--- config.mk ---
export PLATFORM = sky130hd
export DESIGN_NAME = usp_sched_ptrs
export DESIGN_NICKNAME = d
export VERILOG_FILES = /design/src/common/usp_pkg.sv /design/src/rtl/usp_sched_ptrs.sv
export SDC_FILE = /design/constraint.sdc
export NUM_CORES = 1
export LEC_CHECK = 0
export BUFFER_PORTS_ARGS = -buffer_cell sky130_fd_sc_hd__buf_2
export CAP_MARGIN = 20
export CORE_ASPECT_RATIO = 1.1
export CORE_UTILIZATION = 50
export DETAILED_ROUTE_END_ITERATION = 8
export GPL_ROUTABILITY_DRIVEN = 0
export GPL_TIMING_DRIVEN = 0
export PLACE_DENSITY = 0.79
export RECOVER_POWER = 25
export SLEW_MARGIN = 0
export SYNTH_ARGS = -nofsm -noshare
export SYNTH_HDL_FRONTEND = slang
export SYNTH_SLANG_ARGS = --single-unit
--- constraint.sdc ---
create_clock -name i_ref_clk -period 8.3 [get_ports i_ref_clk]
set_clock_uncertainty 0.2 [all_clocks]
set_input_delay 0.83 -clock i_ref_clk [delete_from_list [all_inputs] [get_ports i_ref_clk]]
set_output_delay 0.83 -clock i_ref_clk [all_outputs]
set_load 0.01 [all_outputs]
--- src/common/usp_pkg.sv ---
// package for the schedule pointer register bank: offsets, fields, timing
package usp_pkg;

  // ****************************************************
  // register offsets (byte addresses in operational space)
  // ****************************************************
  localparam logic [7:0] USP_OFS_FRAME_INDEX = 8'h2C;
  localparam logic [7:0] USP_OFS_PERIODIC_START = 8'h34;
  localparam logic [7:0] USP_OFS_ASYNC_POINTER = 8'h38;

  // ****************************************************
  // field layout and reset values
  // ****************************************************
  localparam int USP_FIDX_W = 14;
  localparam int USP_SOF_HI = 13;
  localparam int USP_SOF_LO = 3;
  localparam int USP_PBASE_LO = 12;
  localparam int USP_ASYNC_LO = 5;
  localparam logic [13:0] USP_FIDX_RST = 14'h0000;
  localparam logic [31:0] USP_PBASE_RST = 32'h0000_0000;
  localparam logic [31:0] USP_ASYNC_RST = 32'h0000_0000;
  localparam logic [31:0] USP_PBASE_MASK = 32'hFFFF_F000;
  localparam logic [31:0] USP_ASYNC_MASK = 32'hFFFF_FFE0;
  localparam logic [31:0] USP_FIDX_MASK = 32'h0000_3FFF;
  localparam logic [31:0] USP_SEG_RST = 32'h0000_0000;

  // list size selection encodings
  localparam logic [1:0] USP_FLS_1024 = 2'h0;
  localparam logic [1:0] USP_FLS_512 = 2'h1;
  localparam logic [1:0] USP_FLS_256 = 2'h2;

  // ****************************************************
  // timing: one microframe
  // ****************************************************
  localparam int USP_CLK_PERIOD_PS = 4000;
  localparam int USP_UFRAME_NS = 125000;
  localparam int USP_UFRAME_CYC = (USP_UFRAME_NS * 1000) / USP_CLK_PERIOD_PS;

  // register access request from the operational space decoder
  typedef struct packed {
    logic wr;
    logic rd;
    logic [7:0] addr;
    logic [31:0] wdata;
  } usp_req_s;

  // fetch address bundle for the schedule fetch engine
  typedef struct packed {
    logic [63:0] periodic_addr;
    logic [63:0] async_addr;
    logic [10:0] sof_frame;
  } usp_fetch_s;

endpackage

--- src/rtl/usp_sched_ptrs.sv ---
// schedule pointer register bank: frame index, periodic list start, async queue pointer
`timescale 1ns/10ps
// ****************************************************
// ****************************************************
module usp_sched_ptrs
  import usp_pkg::*;
(
  input wire logic i_ref_clk,
  input wire logic i_rst,
  input wire usp_req_s i_req,
  input wire logic [1:0] i_frame_list_size_sel,
  input wire logic i_run_stop,
  input wire logic i_halted_flag,
  input wire logic i_wide_addr_capable,
  input wire logic [31:0] i_upper_address_segment,
  output logic [31:0] o_rdata,
  output logic o_rvalid,
  output usp_fetch_s o_fetch,
  output logic o_frame_tick
);

  // ****************************************************
  // helpers
  // ****************************************************
  // index slice of the counter placed on the list entry word offset
  function automatic logic [11:0] list_offset(input logic [1:0] sel,
                                              input logic [13:0] fidx);
    logic [11:0] ofs;
    ofs = 12'h000;
    case (sel)
      USP_FLS_512: ofs = {2'h0, fidx[11:3], 1'b0} << 1;
      USP_FLS_256: ofs = {3'h0, fidx[10:3], 1'b0} << 1;
      default: ofs = {fidx[12:3], 2'h0};
    endcase
    return ofs;
  endfunction

  // widen a 32-bit structure pointer with the segment when capable
  function automatic logic [63:0] widen(input logic cap, input logic [31:0] seg,
                                        input logic [31:0] lo);
    return {(cap ? seg : USP_SEG_RST), lo};
  endfunction

  // ****************************************************
  // state
  // ****************************************************
  logic [13:0] frame_index;
  logic [31:0] periodic_start;
  logic [31:0] async_ptr;
  logic [16:0] uframe_cnt;
  logic end_of_uframe;
  logic fidx_wr;
  logic [31:0] next_rdata;

  assign end_of_uframe = (uframe_cnt == 17'(USP_UFRAME_CYC - 1));
  // writes only land while halted and not running; others would be undefined anyway
  assign fidx_wr = i_req.wr && (i_req.addr == USP_OFS_FRAME_INDEX)
                   && i_halted_flag && !i_run_stop;

  // microframe timer runs only while the schedule runs
  always_ff @(posedge i_ref_clk or posedge i_rst) begin
    if (i_rst) begin
      uframe_cnt <= 17'h00000;
    end else if (!i_run_stop || end_of_uframe || fidx_wr) begin
      uframe_cnt <= 17'h00000;
    end else begin
      uframe_cnt <= uframe_cnt + 17'h00001;
    end
  end

  // frame index: write while halted, otherwise count each microframe end
  always_ff @(posedge i_ref_clk or posedge i_rst) begin
    if (i_rst) begin
      frame_index <= USP_FIDX_RST;
    end else if (fidx_wr) begin
      frame_index <= i_req.wdata[13:0];
    end else if (i_run_stop && end_of_uframe) begin
      frame_index <= frame_index + 14'h0001;
    end
  end

  // periodic list start, reserved low bits held at zero
  always_ff @(posedge i_ref_clk or posedge i_rst) begin
    if (i_rst) begin
      periodic_start <= USP_PBASE_RST;
    end else if (i_req.wr && (i_req.addr == USP_OFS_PERIODIC_START)) begin
      periodic_start <= i_req.wdata & USP_PBASE_MASK;
    end
  end

  // async queue pointer; low five bits never stored so they read zero
  always_ff @(posedge i_ref_clk or posedge i_rst) begin
    if (i_rst) begin
      async_ptr <= USP_ASYNC_RST;
    end else if (i_req.wr && (i_req.addr == USP_OFS_ASYNC_POINTER)) begin
      async_ptr <= i_req.wdata & USP_ASYNC_MASK;
    end
  end

  // ****************************************************
  // read path
  // ****************************************************
  always_comb begin
    next_rdata = 32'h0000_0000;
    if (i_req.addr == USP_OFS_FRAME_INDEX) begin
      next_rdata = {18'h00000, frame_index};
    end else if (i_req.addr == USP_OFS_PERIODIC_START) begin
      next_rdata = periodic_start;
    end else if (i_req.addr == USP_OFS_ASYNC_POINTER) begin
      next_rdata = async_ptr & USP_ASYNC_MASK;
    end
  end

  // registered read answer one cycle after the strobe; unmapped reads give zero
  always_ff @(posedge i_ref_clk or posedge i_rst) begin
    if (i_rst) begin
      o_rdata <= 32'h0000_0000;
      o_rvalid <= 1'b0;
    end else begin
      o_rvalid <= i_req.rd;
      o_rdata <= i_req.rd ? next_rdata : 32'h0000_0000;
    end
  end

  // ****************************************************
  // fetch addresses for the schedule engine
  // ****************************************************
  always_ff @(posedge i_ref_clk or posedge i_rst) begin
    if (i_rst) begin
      o_fetch <= '0;
      o_frame_tick <= 1'b0;
    end else begin
      o_fetch.periodic_addr <= widen(i_wide_addr_capable, i_upper_address_segment,
        {periodic_start[31:12], list_offset(i_frame_list_size_sel, frame_index)});
      o_fetch.async_addr <= widen(i_wide_addr_capable, i_upper_address_segment,
        async_ptr);
      o_fetch.sof_frame <= frame_index[USP_SOF_HI:USP_SOF_LO];
      o_frame_tick <= i_run_stop && end_of_uframe;
    end
  end

  // ****************************************************
  // assertions
  // ****************************************************
  logic [13:0] past_fidx_chk;
  always_ff @(posedge i_ref_clk or posedge i_rst) begin
    if (i_rst) begin
      past_fidx_chk <= USP_FIDX_RST;
    end else begin
      past_fidx_chk <= frame_index;
    end
  end

  // ****************************************************
  // tick spacing checker
  // ****************************************************
  // a microframe is far longer than any repetition the tools can unroll,
  // so a small counter carries the span between two ticks instead
  logic [16:0] tick_gap_chk;
  logic tick_seen_chk;

  // cycles since the last tick; cleared while stopped so a restart is not judged
  always_ff @(posedge i_ref_clk or posedge i_rst) begin
    if (i_rst) begin
      tick_gap_chk <= 17'h00000;
      tick_seen_chk <= 1'b0;
    end else if (!i_run_stop) begin
      tick_gap_chk <= 17'h00000;
      tick_seen_chk <= 1'b0;
    end else if (o_frame_tick) begin
      tick_gap_chk <= 17'h00001;
      tick_seen_chk <= 1'b1;
    end else if (tick_gap_chk != 17'h1FFFF) begin
      tick_gap_chk <= tick_gap_chk + 17'h00001; // saturates, never wraps to a false match
    end
  end
endmodule // usp_sched_ptrs

==> results.json <==
{
  "clock_latency_ps": 480,
  "crit_type": "in2async",
  "startpoint": "i_rst",
  "die_area_um2": 15800,
  "synth_cell_types": 43,
  "synth_edf_count": 0,
  "yosysSeqAreaShare_pct": 66.8,
  "final-seq-area_um2": 5100,
  "worstPathCellList": "buf_2 -> clkinvlp_2",
  "cap_violations": 1,
  "io_buffers": 246,
  "grt_usage_pct": 22.4,
  "finalHoldViolCount": 0,
  "use_met2_pct": 39.6,
  "initial_utilization_pct": 51.0,
  "cpLargestDelayFamily": "buffers and inverters",
  "multi_input_area_um2": 2070,
  "postSynthCellCount": 572,
  "drv_slew": 85,
  "worst_pin_slew_ps": 3670,
  "grt_pass1_vias": 5168,
  "p_total_w": 0.00204,
  "cp.arrival_ps": 3030,
  "numCtsBuffers": 21,
  "via_count": 5276,
  "cp_data_required_time_ps": 8070,
  "grt.met1_usage_pct": 27.2,
  "clock.fmax_ghz": 0.306,
  "cpPeakStageDelay_ps": 2070,
  "grt-ovfl-total": 0,
  "root_buffer": "clkbuf_16",
  "maxSlewHeadroom_pct": -146,
  "cts.sinks": 204,
  "worstReg2RegStart": "uframe_cnt[1]",
  "grt.busiest_layer": "met2",
  "final_util_pct": 65.3,
  "yosys-top-cells-count": "204 x dfrtp_1, 60 x nor2_1, 47 x buf_4",
  "slowest_stage": "clkinvlp_2",
  "r2r_end": "frame_index[4]",
  "period_share_pct": 39.3,
  "setup.worst_path.start_class": "input pin",
  "place_hpwl_mm": 12.6,
  "crit_cells": 2,
  "coreArea_um2": 15000,
  "outcome": "finished, violations left",
  "ys_seq_elements": 204,
  "fillers": 1156,
  "ff2ff_path_depth": 8,
  "finalWirelength_mm": 17.3,
  "synth_top_area_share_pct": 66.8,
  "ioPinCount": 254,
  "violations": "max-capacitance violations, max-slew violations",
  "critPathBufInv": 2,
  "p_leak_nw": 5.35,
  "row_count": 47,
  "cts_resized": 0,
  "nets": 933,
  "worst_setup_path_end_kind": "asynchronous set/reset pin",
  "hold_slack_ps": 196,
  "post_cts.repair.setup_buffers": 0,
  "htree_levels": 1,
  "use_met3_pct": 4.64,
  "synthTopCellsByArea": "dfrtp_1 67%, mux2_2 6.8%, buf_4 4.6%, and2_1 2.9%, nor2_1 2.9%",
  "tns_ps": 0,
  "grt_start_max_net_pins": 121,
  "antenna_cells": 0,
  "grt_setup_unrepaired": "false",
  "avgSynthCellArea_um2": 13.4,
  "min_path_type": "reg2reg",
  "viasPerCell": 5.00,
  "place_ws_ps": 5060,
  "hold_buffers": 0,
  "drt_iter0_drc": 208,
  "finalSetupViolations": 0,
  "cts_buffer_depth": 3,
  "endpoint": "frame_index[1]",
  "power.density_nw_per_um2": 209,
  "drive_gt1_share_pct": 44.5,
  "synth_most_common_cell": "dfrtp_1",
  "die_h_um": 132,
  "period_needed_ps": 3260,
  "rrSetupSlack_ps": 5980,
  "async_flop_share_pct": 100,
  "routedWlPerCell_um": 16.4,
  "clkSlewWorstSetupHoldPaths_ps": 60,
  "cts_tree": "done",
  "synth_top_area_cell": "dfrtp_1",
  "syn2layout_area_growth_pct": 28.0,
  "crit_fanout": 85,
  "grt_pass1_wl_mm": 27.2,
  "final_antenna_net_count": 0,
  "antenna_found_initial": 0,
  "final.setup.worst_slack_ps": 5040,
  "yosys_warnings": 0,
  "die_w_um": 120,
  "syn-cell-area_um2": 7650,
  "vdd_drop_max_v": 0.000188,
  "drc_errors": 0,
  "drt_first_pass_iters": 4,
  "ys.flop_type": "dfrtp_1"
}
-- worst min-delay path by stage --
stage / endpoint / startpoint / depth (start not counted)
2_1_floorplan: o_fetch[16] / async_ptr[5] / 0
3_3_place_gp: o_fetch[99] / periodic_start[24] / 0
3_5_place_dp: o_fetch[96] / periodic_start[21] / 0
4_1_cts: o_fetch[31] / async_ptr[20] / 0
5_1_grt: o_fetch[35] / async_ptr[24] / 0
6_report: o_fetch[96] / periodic_start[21] / 0
-- power breakdown --
part	internal [W]	switching [W]
clock	0.000484	0.000362
sequential	0.00103	0.0000208
combinational	0.0000669	0.0000776
-- metrics by stage --
step           std cells  instance area [um2]
5_1_grt             1055                 9790
3_3_place_gp        1020                 9150
2_1_floorplan        578                 7670
6_report            1055                 9790
4_1_cts             1055                 9800
3_5_place_dp        1021                 9180
-- worst register-to-register path: cells and delay by family (launching register included) --
kind | cells | cell delay [ps]
fa+ha+maj | 1 | 130
compound gates | 1 | 310
flops | 1 | 400
buf+inv | 2 | 390
simple gates | 4 | 840
-- cells by family after synthesis --
group           share of synthesized area (%)
flops                                    66.8
simple gates                             11.5
buf+inv                                  6.48
compound gates                           4.96
mux                                      6.97
xor+xnor                                 2.63
fa+ha+maj                               0.654
other cells                            0.0490
-- sequential cells by signal, summed over array words and instances (netlist names) --
register and cells:
async_ptr 27, frame_index 14, o_fetch 92, o_frame_tick 1, o_rdata 32, o_rvalid 1, periodic_start 20, uframe_cnt 17
-- placed cells by master (no fill, tap or decap), drive strengths merged, types with 5 or more instances in the layout --
master  netlist  routed
mux2         47      47
nand3        14      14
a21oi        10      10
a22oi        20      20
dfrtp       204     204
nor3          8       8
conb          1       7
nor2         60      60
buf          52     297
a32o          7       7
clkbuf       13      43
nand4        10      10
nand2        12      12
o21ai         5       5
inv          17      16
and2         36      36
xor2         13      13
xnor2        10      10
-- area by class of cell --
cell class	count	area share (%)
Buffer	65	4.41
Clock buffer	28	5.84
Clock inverter	6	0.473
Inverter	17	0.665
Multi-Input combinational cell	292	21.1
Sequential cell	204	52.1
Tap cell	196	2.50
Timing Repair Buffer	247	12.8
-- routing by layer --
layer	share of wire [%]	up-vias	wire [um]
li1	-	2451	-
met1	38	2589	6620
met2	52	206	8990
met3	7.3	30	1260
met4	2.5	0	435
met5	0	-	0
(Power assumes the default switching activity.)
